### config.mk
export PLATFORM = sky130hd
export DESIGN_NAME = dss_sequencer
export DESIGN_NICKNAME = d
export VERILOG_FILES = /design/src/dss_sequencer_end.v /design/src/dss_sequencer.v
export VERILOG_INCLUDE_DIRS = /design/src
export SDC_FILE = /design/constraint.sdc
export NUM_CORES = 1
export LEC_CHECK = 0
export BUFFER_PORTS_ARGS = -buffer_cell sky130_fd_sc_hd__buf_2
export CORE_MARGIN = 3
export CORE_UTILIZATION = 40
export DETAILED_ROUTE_END_ITERATION = 8
export PLACE_DENSITY_LB_ADDON = 0.12
export SLEW_MARGIN = 20
export SYNTH_ARGS = -nofsm -noshare
export SYNTH_HDL_FRONTEND = slang
export SYNTH_SLANG_ARGS = --single-unit
### constraint.sdc
create_clock -name clock -period 4.8 [get_ports clock]
set_input_delay 0 -clock clock [delete_from_list [all_inputs] [get_ports clock]]
set_output_delay 0 -clock clock [all_outputs]
set_load 0.02 [all_outputs]
### src/dss_map.vh
/*
 * Register map, field positions, reset values and state codes of the
 * drive start/stop sequencer.
 * Assumes inclusion by the sequencer only, one word per register.
 */
`ifndef DSS_MAP_VH
`define DSS_MAP_VH

`define DSS_ADDR_W          4
`define DSS_DATA_W          16

// Register offsets
`define DSS_OFS_CTRL        4'h0
`define DSS_OFS_STAT        4'h4

// Command register fields
`define DSS_CTL_RUN_FORWARD_CMD     0
`define DSS_CTL_RUN_REVERSE_CMD     1
`define DSS_CTL_LATCH_N     2
`define DSS_CTL_INCH        3
`define DSS_CTL_PERMIT      4
`define DSS_CTL_QHALT_N     5
`define DSS_CTL_FWHALT_N    6
`define DSS_CTL_DIR_INV     7
`define DSS_CTL_FCLR        8
`define DSS_CTL_FCLR_RUN    9
`define DSS_CTL_AUTORUN     10
`define DSS_CTL_MSB         10
`define DSS_CTL_RESET       11'h270

// Status register fields
`define DSS_ST_STATE_LSB    0
`define DSS_ST_STATE_MSB    2
`define DSS_ST_FLATCH       3
`define DSS_ST_FFREE        4
`define DSS_ST_ACTIVE       5
`define DSS_ST_INCH         6
`define DSS_ST_HALTING      7
`define DSS_ST_SWITCH       8
`define DSS_ST_START_OK     9
`define DSS_ST_PWR_OK       10
`define DSS_ST_ACCEPT       11
`define DSS_ST_DIR          12

// Sequencer state codes
`define DSS_S_NOT_PREP      3'h0
`define DSS_S_START_DIS     3'h1
`define DSS_S_START_EN      3'h2
`define DSS_S_POWER_STAGE_OK   3'h3
`define DSS_S_ENABLED       3'h4
`define DSS_S_QHALT         3'h5
`define DSS_S_FAULT_ACT     3'h6
`define DSS_S_FAULT_LATCH   3'h7

`endif

### src/dss_sequencer_end.v
/*
 * Companion of the sequencer source; it holds no logic, all of which
 * lives in dss_sequencer.v.
 * Assumes nothing of its surroundings.
 */
`default_nettype none
`default_nettype wire

### src/dss_sequencer.v
/*
 * Start/stop sequencer of a motor frequency drive: command register,
 * eight-state sequencer, halt latches, fault latch and status flags.
 * Assumes a speed ramp that reports zero speed, a power stage that
 * reports readiness and a fault detector giving a fault level, all
 * synchronous to clock. Software reaches two registers over a plain
 * strobe port with read data one cycle after the read strobe.
 */
`include "dss_map.vh"
`default_nettype none

module dss_sequencer
#(
    parameter ADDR_W = `DSS_ADDR_W,
    parameter DATA_W = `DSS_DATA_W
)
(
    input  wire              clock,
    input  wire              rst_b,
    input  wire [ADDR_W-1:0] addr,
    input  wire [DATA_W-1:0] wdata,
    input  wire              wr_stb,
    input  wire              rd_stb,
    output reg  [DATA_W-1:0] rdata,
    input  wire              remote_mode,
    input  wire              reconfig_mode,
    input  wire              power_ready,
    input  wire              fault_detect,
    input  wire              speed_zero,
    output reg  [2:0]        sequencer_state,
    output reg               pwm_enable,
    output reg               ramp_to_zero,
    output reg               quick_halt_rate,
    output reg               inch_speed_ref,
    output reg               fault_latched,
    output reg               fault_free,
    output reg               active_flag,
    output reg               inching_flag,
    output reg               halting_flag,
    output reg               motor_switch_drive,
    output reg               start_permitted,
    output reg               power_stage_ok,
    output reg               run_accepted,
    output reg               entry_pulse,
    output reg               demanded_dir_out
);

    // Command register and derived command levels
    reg  [`DSS_CTL_MSB:0] ctrl;
    wire run_forward_cmd    = ctrl[`DSS_CTL_RUN_FORWARD_CMD];
    wire run_reverse_cmd    = ctrl[`DSS_CTL_RUN_REVERSE_CMD];
    wire run_latch_hold_n   = ctrl[`DSS_CTL_LATCH_N];
    wire inch_cmd           = ctrl[`DSS_CTL_INCH];
    wire operation_permit   = ctrl[`DSS_CTL_PERMIT];
    wire quick_halt_n       = ctrl[`DSS_CTL_QHALT_N];
    wire freewheel_halt_n   = ctrl[`DSS_CTL_FWHALT_N];
    wire remote_dir_invert  = ctrl[`DSS_CTL_DIR_INV];
    wire remote_fault_clear = ctrl[`DSS_CTL_FCLR];
    wire fault_clear_on_run = ctrl[`DSS_CTL_FCLR_RUN];
    wire autorun_at_powerup = ctrl[`DSS_CTL_AUTORUN];

    // Internal state
    reg       run_prev;
    reg       fclr_prev;
    reg       powerup_pending;
    reg       run_latch;
    reg       inch_mode;
    reg       qh_latch;
    reg       fw_latch;
    reg       stop_ramp;
    reg       run_reverse_cmd_dir;

    // Next values
    reg [2:0] next_state;
    reg       next_run_latch;
    reg       next_inch_mode;
    reg       next_stop_ramp;
    reg       next_run_reverse_cmd_dir;
    reg       next_fault_free;

    // Both directions together cancel each other
    wire run_req    = run_forward_cmd ^ run_reverse_cmd;
    wire run_rise   = run_req & ~run_prev;
    wire fclr_rise  = remote_fault_clear & ~fclr_prev;
    wire clear_req  = fclr_rise | (fault_clear_on_run & run_rise);

    // Start trigger: edge normally, level once after reset with autorun
    wire start_trig = run_rise | (autorun_at_powerup & powerup_pending & run_req);

    // Conditions for leaving the disabled states
    wire halts_ok   = quick_halt_n & freewheel_halt_n & ~qh_latch & ~fw_latch;
    wire start_ok   = halts_ok & operation_permit & fault_free & power_ready
                      & remote_mode;

    // Demanded direction, inverted for remote setpoints
    wire dir_now    = run_reverse_cmd_dir ^ remote_dir_invert;

    // Halt latches hold until the motor is at rest again
    always @(posedge clock or negedge rst_b)
    begin
        if (!rst_b)
        begin
            qh_latch <= 1'b0;
            fw_latch <= 1'b0;
        end
        else
        begin
            if (!quick_halt_n && (sequencer_state == `DSS_S_ENABLED))
                qh_latch <= 1'b1;
            else if (quick_halt_n && speed_zero)
                qh_latch <= 1'b0;
            if (!freewheel_halt_n)
                fw_latch <= 1'b1;
            else if (speed_zero)
                fw_latch <= 1'b0;
        end
    end

    // Command register write; set-wins not needed, software owns every bit
    always @(posedge clock or negedge rst_b)
    begin
        if (!rst_b)
            ctrl <= `DSS_CTL_RESET;
        else if (wr_stb && (addr == `DSS_OFS_CTRL))
            ctrl <= wdata[`DSS_CTL_MSB:0];
    end

    // Sequencer next-state logic
    always @*
    begin
        next_state       = sequencer_state;
        next_run_latch   = run_latch;
        next_inch_mode   = inch_mode;
        next_stop_ramp   = stop_ramp;
        next_run_reverse_cmd_dir = run_reverse_cmd_dir;
        next_fault_free  = fault_free;
        // Fault free drops on a fault, recovers once run and inch are both removed
        if (fault_detect)
            next_fault_free = 1'b0;
        else if (!run_req && !inch_cmd)
            next_fault_free = 1'b1;
        if (run_req)
            next_run_reverse_cmd_dir = run_reverse_cmd;
        case (sequencer_state)
            `DSS_S_NOT_PREP:
            begin
                if (power_ready)
                    next_state = `DSS_S_START_DIS;
            end
            `DSS_S_START_DIS:
            begin
                next_run_latch = 1'b0;
                next_inch_mode = 1'b0;
                if (fault_detect)
                    next_state = `DSS_S_FAULT_ACT;
                else if (halts_ok && fault_free)
                    next_state = `DSS_S_START_EN;
            end
            `DSS_S_START_EN:
            begin
                if (fault_detect)
                    next_state = `DSS_S_FAULT_ACT;
                else if (!halts_ok || !fault_free)
                    next_state = `DSS_S_START_DIS;
                else if (operation_permit && power_ready)
                    next_state = `DSS_S_POWER_STAGE_OK;
            end
            `DSS_S_POWER_STAGE_OK:
            begin
                if (fault_detect)
                    next_state = `DSS_S_FAULT_ACT;
                else if (!halts_ok || !fault_free)
                    next_state = `DSS_S_START_DIS;
                else if (!operation_permit || !power_ready)
                    next_state = `DSS_S_START_EN;
                else if (start_ok && start_trig)
                begin
                    next_state     = `DSS_S_ENABLED;
                    next_run_latch = run_latch_hold_n;
                    next_inch_mode = 1'b0;
                    next_stop_ramp = 1'b0;
                end
                else if (start_ok && inch_cmd && !run_req)
                begin
                    next_state     = `DSS_S_ENABLED;
                    next_inch_mode = 1'b1;
                    next_stop_ramp = 1'b0;
                end
            end
            `DSS_S_ENABLED:
            begin
                if (fault_detect)
                    next_state = `DSS_S_FAULT_ACT;
                else if (!operation_permit || !freewheel_halt_n)
                    next_state = `DSS_S_START_DIS;
                else if (!quick_halt_n)
                    next_state = `DSS_S_QHALT;
                else if (stop_ramp)
                begin
                    // Normal stop: wait for the ramp to reach zero
                    if (speed_zero)
                    begin
                        next_state     = `DSS_S_POWER_STAGE_OK;
                        next_stop_ramp = 1'b0;
                        next_inch_mode = 1'b0;
                    end
                end
                else if (inch_mode)
                begin
                    if (!inch_cmd)
                        next_stop_ramp = 1'b1;
                end
                else
                begin
                    if (!run_latch_hold_n)
                        next_run_latch = 1'b0;
                    if (!run_req && !(run_latch && run_latch_hold_n))
                        next_stop_ramp = 1'b1;
                end
            end
            `DSS_S_QHALT:
            begin
                if (fault_detect)
                    next_state = `DSS_S_FAULT_ACT;
                else if (!operation_permit || !freewheel_halt_n)
                    next_state = `DSS_S_START_DIS;
                else if (speed_zero)
                    next_state = `DSS_S_START_DIS;
            end
            `DSS_S_FAULT_ACT:
            begin
                // Output is off; the fault latches once the motor is at rest
                next_run_latch = 1'b0;
                next_inch_mode = 1'b0;
                next_stop_ramp = 1'b0;
                if (speed_zero)
                    next_state = `DSS_S_FAULT_LATCH;
            end
            `DSS_S_FAULT_LATCH:
            begin
                if (clear_req && !fault_detect)
                    next_state = `DSS_S_START_DIS;
            end
            default:
                next_state = `DSS_S_NOT_PREP;
        endcase
    end

    // State, internal flags and all registered outputs except rdata
    always @(posedge clock or negedge rst_b)
    begin
        if (!rst_b)
        begin
            sequencer_state    <= `DSS_S_NOT_PREP;
            run_prev           <= 1'b0;
            fclr_prev          <= 1'b0;
            powerup_pending    <= 1'b1;
            run_latch          <= 1'b0;
            inch_mode          <= 1'b0;
            stop_ramp          <= 1'b0;
            run_reverse_cmd_dir        <= 1'b0;
            fault_free         <= 1'b1;
            pwm_enable         <= 1'b0;
            ramp_to_zero       <= 1'b0;
            quick_halt_rate    <= 1'b0;
            inch_speed_ref     <= 1'b0;
            fault_latched      <= 1'b0;
            active_flag        <= 1'b0;
            inching_flag       <= 1'b0;
            halting_flag       <= 1'b0;
            motor_switch_drive <= 1'b0;
            start_permitted    <= 1'b0;
            power_stage_ok     <= 1'b0;
            run_accepted       <= 1'b0;
            entry_pulse        <= 1'b0;
            demanded_dir_out   <= 1'b0;
        end
        else
        begin
            sequencer_state <= next_state;
            run_prev        <= run_req;
            fclr_prev       <= remote_fault_clear;
            // Autorun chance is used up once the sequencer can first start
            if (sequencer_state == `DSS_S_POWER_STAGE_OK)
                powerup_pending <= 1'b0;
            run_latch       <= next_run_latch;
            inch_mode       <= next_inch_mode;
            stop_ramp       <= next_stop_ramp;
            run_reverse_cmd_dir     <= next_run_reverse_cmd_dir;
            fault_free      <= next_fault_free;
            // Drive stage and ramp control
            pwm_enable      <= (next_state == `DSS_S_ENABLED)
                               || (next_state == `DSS_S_QHALT);
            ramp_to_zero    <= ((next_state == `DSS_S_ENABLED) && next_stop_ramp)
                               || (next_state == `DSS_S_QHALT);
            quick_halt_rate <= (next_state == `DSS_S_QHALT);
            inch_speed_ref  <= (next_state == `DSS_S_ENABLED) && next_inch_mode;
            // Status flags
            fault_latched   <= (next_state == `DSS_S_FAULT_ACT)
                               || (next_state == `DSS_S_FAULT_LATCH);
            active_flag     <= (next_state == `DSS_S_ENABLED);
            inching_flag    <= (next_state == `DSS_S_ENABLED) && next_inch_mode;
            halting_flag    <= ((next_state == `DSS_S_ENABLED) && next_stop_ramp)
                               || (next_state == `DSS_S_QHALT)
                               || (next_state == `DSS_S_FAULT_ACT);
            // Switch opens on fault or while reconfiguring
            motor_switch_drive <= (next_state != `DSS_S_FAULT_ACT)
                                  && (next_state != `DSS_S_FAULT_LATCH)
                                  && !reconfig_mode;
            // Start-permitted flag tracks the exact start condition
            start_permitted <= (next_state == `DSS_S_POWER_STAGE_OK)
                               && halts_ok && operation_permit
                               && next_fault_free && power_ready
                               && remote_mode;
            power_stage_ok  <= (next_state == `DSS_S_POWER_STAGE_OK)
                               || (next_state == `DSS_S_ENABLED)
                               || (next_state == `DSS_S_QHALT);
            run_accepted    <= (next_state == `DSS_S_ENABLED) && !next_inch_mode
                               && !next_stop_ramp;
            // One cycle on entry into running or inching
            entry_pulse     <= (next_state == `DSS_S_ENABLED)
                               && (sequencer_state != `DSS_S_ENABLED);
            demanded_dir_out <= dir_now;
        end
    end

    // Register read: data valid the cycle after the strobe only
    always @(posedge clock or negedge rst_b)
    begin
        if (!rst_b)
            rdata <= {DATA_W{1'b0}};
        else if (rd_stb && (addr == `DSS_OFS_CTRL))
            rdata <= {{(DATA_W-`DSS_CTL_MSB-1){1'b0}}, ctrl};
        else if (rd_stb && (addr == `DSS_OFS_STAT))
        begin
            rdata <= {DATA_W{1'b0}};
            rdata[`DSS_ST_STATE_MSB:`DSS_ST_STATE_LSB] <= sequencer_state;
            rdata[`DSS_ST_FLATCH]   <= fault_latched;
            rdata[`DSS_ST_FFREE]    <= fault_free;
            rdata[`DSS_ST_ACTIVE]   <= active_flag;
            rdata[`DSS_ST_INCH]     <= inching_flag;
            rdata[`DSS_ST_HALTING]  <= halting_flag;
            rdata[`DSS_ST_SWITCH]   <= motor_switch_drive;
            rdata[`DSS_ST_START_OK] <= start_permitted;
            rdata[`DSS_ST_PWR_OK]   <= power_stage_ok;
            rdata[`DSS_ST_ACCEPT]   <= run_accepted;
            rdata[`DSS_ST_DIR]      <= demanded_dir_out;
        end
        else
            rdata <= {DATA_W{1'b0}};                                // Unmapped or idle reads zero
    end

endmodule

`default_nettype wire

=== After elaboration in Yosys (flattened, before gate mapping) ===
Index checks and enable logic that the tools add are counted.

* Equality and inequality tests: 27
* Muxes and demuxes: 66
* Bitwise gates (word level): 20
* Reductions and logical operators: 54

{| class="wikitable"
|+ Operator list
! operator !! number
|-
| two-way mux 3 bit || 21
|-
| two-way mux 1 bit || 39
|-
| logical AND 1 bit || 26
|-
| two-way mux 13 bit || 2
|-
| == test 3 bit, second input constant || 8
|-
| case mux 3 bit (8 select lines) || 1
|-
| != test 2 bit, second input constant || 11
|-
| logical NOT 1 bit || 13
|-
| AND 1 bit || 12
|-
| AND reduction 11 bit || 1
|-
| == test 3 x 2 -> 1 bit, second input constant || 3
|-
| logical OR 1 bit || 9
|-
| != test 3 bit, second input constant || 3
|-
| case mux 1 bit (3 select lines) || 3
|-
| == test 4 x 3 -> 1 bit, second input constant || 1
|-
| logical NOT 4 bit || 1
|-
| NOT 1 bit || 4
|-
| == test 3 x 1 -> 1 bit, second input constant || 1
|-
| logical NOT 3 bit || 1
|-
| nonzero test 3 bit || 1
|-
| bitwise OR 1 bit || 2
|-
| nonzero test 2 bit || 1
|-
| OR reduction 2 bit || 1
|-
| bitwise XOR 1 bit || 2
|}

* Register bits after elaboration: 53
* Output and inout bits: 34

=== Logic depth before layout (Yosys ltp) ===
* Depth in word-level cells: 21
* Mapped depth: 8
* Gate-level depth less buffers: 8

=== Worst setup path before layout ===
OpenSTA, ideal clock, no wires.

* Kind: flip-flop to flip-flop
* Start: register ctrl[6]
* End: register run_accepted
* Setup time: 0.095 ns
* Arrival: 1.995 ns
* Required time: 4.705 ns
* Setup slack: 2.711 ns
* Cell stages (with the launch flop): 8
* Path buffers: 1
* Path through: dfstp_2 > buf_4 > and4bb_4 > nand2_2 > or4_1 > a21bo_1 > nor3b_4 > nor4_4

* Longest elaborated chain between the ends: 18
* Elaborated cells on any way between the ends: 50
* Those cells by class: eq/ne: 1; mux: 30; bitwise: 7; reduce/logical: 12

{| class="wikitable"
|+ RTL lines
! item !! line !! source
|-
| start, declared || dss_sequencer.v:49 || <nowiki>reg [`DSS_CTL_MSB:0] ctrl;</nowiki>
|-
| start signal, assigned || dss_sequencer.v:123 || <nowiki>ctrl <= `DSS_CTL_RESET;</nowiki>
|-
| start signal, assigned || dss_sequencer.v:125 || <nowiki>ctrl <= wdata[`DSS_CTL_MSB:0];</nowiki>
|-
| AND 1 bit (3 in a row) || dss_sequencer.v:91 || <nowiki>wire halts_ok = quick_halt_n & freewheel_halt_n & ~qh_latch & ~fw_latch;</nowiki>
|-
| AND 1 bit (3 in a row) || dss_sequencer.v:92 || <nowiki>wire start_ok = halts_ok & operation_permit & fault_free & power_ready</nowiki>
|-
| AND 1 bit || dss_sequencer.v:93 || <nowiki>& remote_mode;</nowiki>
|-
| logical AND 1 bit (2 in a row) || dss_sequencer.v:183 || <nowiki>else if (start_ok && inch_cmd && !run_req)</nowiki>
|-
| two-way mux 1 bit || dss_sequencer.v:183 ||
|-
| two-way mux 1 bit || dss_sequencer.v:176 || <nowiki>else if (start_ok && start_trig)</nowiki>
|-
| two-way mux 1 bit || dss_sequencer.v:174 || <nowiki>else if (!operation_permit || !power_ready)</nowiki>
|-
| two-way mux 1 bit || dss_sequencer.v:172 || <nowiki>else if (!halts_ok || !fault_free)</nowiki>
|-
| two-way mux 1 bit || dss_sequencer.v:170 || <nowiki>if (fault_detect)</nowiki>
|-
| case mux 1 bit (3 select lines) * || dss_sequencer.v:144 || <nowiki>case (sequencer_state)</nowiki>
|-
| via next_inch_mode || dss_sequencer.v:76 || <nowiki>reg next_inch_mode;</nowiki>
|-
| logical NOT 1 bit * || dss_sequencer.v:318 || <nowiki>run_accepted <= (next_state == `DSS_S_ENABLED) && !next_inch_mode</nowiki>
|-
| logical AND 1 bit * (2 in a row) || dss_sequencer.v:318 ||
|-
| end signal, assigned || dss_sequencer.v:318 ||
|-
| end, declared || dss_sequencer.v:43 || <nowiki>output reg run_accepted,</nowiki>
|}

The timed path passes the listed nets; every way through them passes the cells marked *.
A chain may end at the register's enable or synchronous reset.

=== Worst setup path after layout ===
* Start: register sequencer_state[0]
* End: register halting_flag

* Elaborated cells on any way between the ends: 37
* Those cells by class: eq/ne: 10; mux: 23; reduce/logical: 4

{| class="wikitable"
|+ RTL lines
! item !! line !! source
|-
| start, declared || dss_sequencer.v:30 || <nowiki>output reg [2:0] sequencer_state,</nowiki>
|-
| start signal, assigned || dss_sequencer.v:254 || <nowiki>sequencer_state <= `DSS_S_NOT_PREP;</nowiki>
|-
| start signal, assigned || dss_sequencer.v:280 || <nowiki>sequencer_state <= next_state;</nowiki>
|-
| == test 3 bit or == test 3 x 2 -> 1 bit (tied branches) || dss_sequencer.v:144 ||
|-
| case mux 1 bit (3 select lines) * || dss_sequencer.v:144 ||
|-
| via next_stop_ramp || dss_sequencer.v:77 || <nowiki>reg next_stop_ramp;</nowiki>
|-
| logical AND 1 bit * || dss_sequencer.v:303 || <nowiki>halting_flag <= ((next_state == `DSS_S_ENABLED) && next_stop_ramp)</nowiki>
|-
| logical OR 1 bit * (2 in a row) || dss_sequencer.v:303 ||
|-
| end signal, assigned || dss_sequencer.v:303 ||
|-
| end, declared || dss_sequencer.v:39 || <nowiki>output reg halting_flag,</nowiki>
|}

Marks and branches as above.

==> impl_metrics.env <==
export IMPL_grt_pass1_vias=1628
export IMPL_crit_fanout=15
export IMPL_synthAdderAreaFrac_pct=0
export IMPL_p_leak_nw=1.41
export IMPL_drv_cap=0
export IMPL_ys_warn_count=0
export IMPL_grt_max_degree=51
export IMPL_yosysSeqAreaShare_pct=54.5
export IMPL_synth_top_family_by_area="simple AND/OR/NAND/NOR gates"
export IMPL_grt_pass1_wl_mm=8.37
export IMPL_min_period_over_period_pct=52.2
export IMPL_avgRoutedWirePerCell_um=15.5
export IMPL_core_area_um2=5540
export IMPL_start_util_pct=41.7
export IMPL_postRouteAntennaNets=0
export IMPL_ys_ff_latch=50
export IMPL_vdd_ir_drop_worst_mv=0.261
export IMPL_clock_sinks=50
export IMPL_timing_rr_start="sequencer_state[0]"
export IMPL_syn_area_per_cell_um2=11.2
export IMPL_maxSlewViolCount=0
export IMPL_ys_types=53
export IMPL_cts_clk_slew_worst_paths_ps=90
export IMPL_synth_compound_area_share_pct=10.8
export IMPL_gp_congestion=0.817
export IMPL_synthXorXnorAreaFrac_pct=1.08
export IMPL_cts_hold_fix_buffers=15
export IMPL_setup_worst_path_end_class="flip-flop"
export IMPL_root_buffer="clkbuf_8"
export IMPL_drt_pass1_iterations=4
export IMPL_netlist_area_leader_share_pct=47.7
export IMPL_dieArea_um2=6720
export IMPL_nNetsFinal=300
export IMPL_n_antenna_cell=0
export IMPL_drt_wl_total_mm=5.32
export IMPL_htreeDepth=2
export IMPL_cts_resized=0
export IMPL_via_count=1754
export IMPL_muxShareOfSynthArea_pct=10.7
export IMPL_synthSimpleGateAreaFrac_pct=18.0
export IMPL_route_detailed_drc=0
export IMPL_synth_edf_count=0
export IMPL_status="completed"
export IMPL_area_growth_pct=24.2
export IMPL_overflow=0
export IMPL_syn_inst=206
export IMPL_reg_largest_list="rdata x13, ctrl x11, sequencer_state x3"
export IMPL_max_slew_margin_pct=57.5
export IMPL_cts_tree="yes"
export IMPL_grt_usage_pct=16.8
export IMPL_startpoint="sequencer_state[0]"
export IMPL_cts_buffers=5
export IMPL_postSynth_asyncResetShare_pct=100
export IMPL_viasPerCell=5.10
export IMPL_netlist_top_cells_area="dfrtp_1 (48%), dfstp_2 (6.8%), mux2_2 (5.4%)"
export IMPL_dp_hpwl_mm=3.72
export IMPL_synth_top_cell_by_area="dfrtp_1"
export IMPL_setup_viol=0
export IMPL_worstSetupStartpointType="flip-flop"
export IMPL_antenna_found_initial=0
export IMPL_top_level_ports=63
export IMPL_fmax_mhz=399
export IMPL_setup_tns_final_ps=0
export IMPL_fin_util_pct=51.8
export IMPL_fin_skew_ps=3.50
export IMPL_num_rows=27
export IMPL_fin_crit_ps=2510
export IMPL_fp_dieW_um=82.0
export IMPL_hold_class="in2reg"
export IMPL_drive_gt1_share_pct=33.5
export IMPL_synth_cell_area_um2=2310
export IMPL_drtIter0Drc=139
export IMPL_regMostFlops="rdata"
export IMPL_synth_main_ff_cell="dfrtp_1"
export IMPL_clock_latency_ps=300
export IMPL_hold_viol=0
export IMPL_clock_path_buffers=2
export IMPL_yosys_top_cells_count="dfrtp_1 (44), nor2_1 (28), mux2_2 (11), mux2i_1 (11), nor2b_1 (8)"
export IMPL_port_buffers=54
export IMPL_die_h_um=82.0
export IMPL_critPathKind="reg2reg"
export IMPL_required_ps=4960
export IMPL_cts_setup_buffers=0
export IMPL_synth_most_common_cell="dfrtp_1"
export IMPL_worst_pin_slew_ps=638
export IMPL_p_per_area_nw_per_um2=505
export IMPL_largest_register_ffs=13
export IMPL_worstPathArrival_ps=2670
export IMPL_min_from="power_ready"
export IMPL_rsz0062_at_grt="no"
-- placed cells by master (no fill, tap or decap), types with 5 or more instances in the layout --
master | synthesis | layout
nor2b_1 | 8 | 8
mux2_2 | 11 | 11
buf_2 | 1 | 54
dlygate4sd3_1 | 0 | 15
o21ai_0 | 6 | 6
clkbuf_8 | 0 | 5
dfrtp_1 | 44 | 44
inv_1 | 7 | 7
nor2_1 | 28 | 28
and3_1 | 6 | 6
a21oi_1 | 5 | 5
mux2i_1 | 11 | 11
dfstp_2 | 6 | 6
nor3_1 | 5 | 5
nand2_1 | 6 | 6
-- final timing paths --
| check | to | slack [ps] | cells past startpoint |
|---|---|---|---|
| worst max-delay path | halting_flag | 2290 | 6 |
| worst min-delay path | entry_pulse | 70 | 3 |
| worst max register to register | halting_flag | 2290 | 6 |
| worst min register to register | fclr_prev | 450 | 0 |
| max in group asynchronous | active_flag | 4060 | 3 |
| min in group asynchronous | ctrl[1] | 320 | 3 |
-- critical path, stage by stage, from the launching register on --
cell	delay, ps
dfrtp_1	660
nor2b_1	370
nand4_1	250
a2111oi_1	620
nor3_1	220
nor2_1	170
a211oi_1	90
-- per-stage QoR --
stage                     power [mW]  cell area, um2  hold slack, ps  std cells  setup slack (ps)
after detailed placement        1.16            2610             138        321              2300
after floorplan                 1.00            2320            -296        208              2710
after CTS                       1.46            2870            57.8        344              2260
after global routing            1.54            2870            80.5        344              1950
after global placement          1.15            2610             145        321              2290
final                           1.45            2870            68.9        344              2290
-- per-layer routing --
| layer | routed length, um | GRT usage [%] | vias up | part of all wire (%) |
|---|---|---|---|---|
| li1 | - | - | 840 | - |
| met1 | 2500 | 23.2 | 852 | 47 |
| met2 | 2450 | 26.1 | 58 | 46 |
| met3 | 315 | 3.84 | 4 | 5.9 |
| met4 | 50 | 5.65 | 0 | 0.94 |
| met5 | 0 | 0 | - | 0 |
-- cells by family after synthesis --
kind of cell / after synthesis
xor+xnor: 2
flops: 50
other cells: 1
mux: 23
buf+inv: 24
compound gates: 32
simple gates: 74
-- area by class of cell --
class / count / area [um2]
clock inverters: 1 / 30.0
inverters: 10 / 37.5
multi-input cells: 134 / 948
repair buffers: 70 / 428
fillers: 523 / 2670
clock buffers: 7 / 76.3
flip-flops and latches: 50 / 1260
well taps: 72 / 90.1
-- power by group --
group | leakage (nW) | switching, mW | internal [mW]
registers | 0.633 | 0.129 | 0.519
clock network | 0.0524 | 0.129 | 0.156
logic | 0.728 | 0.301 | 0.214
Note: power is estimated with default switching activity, not from simulation.
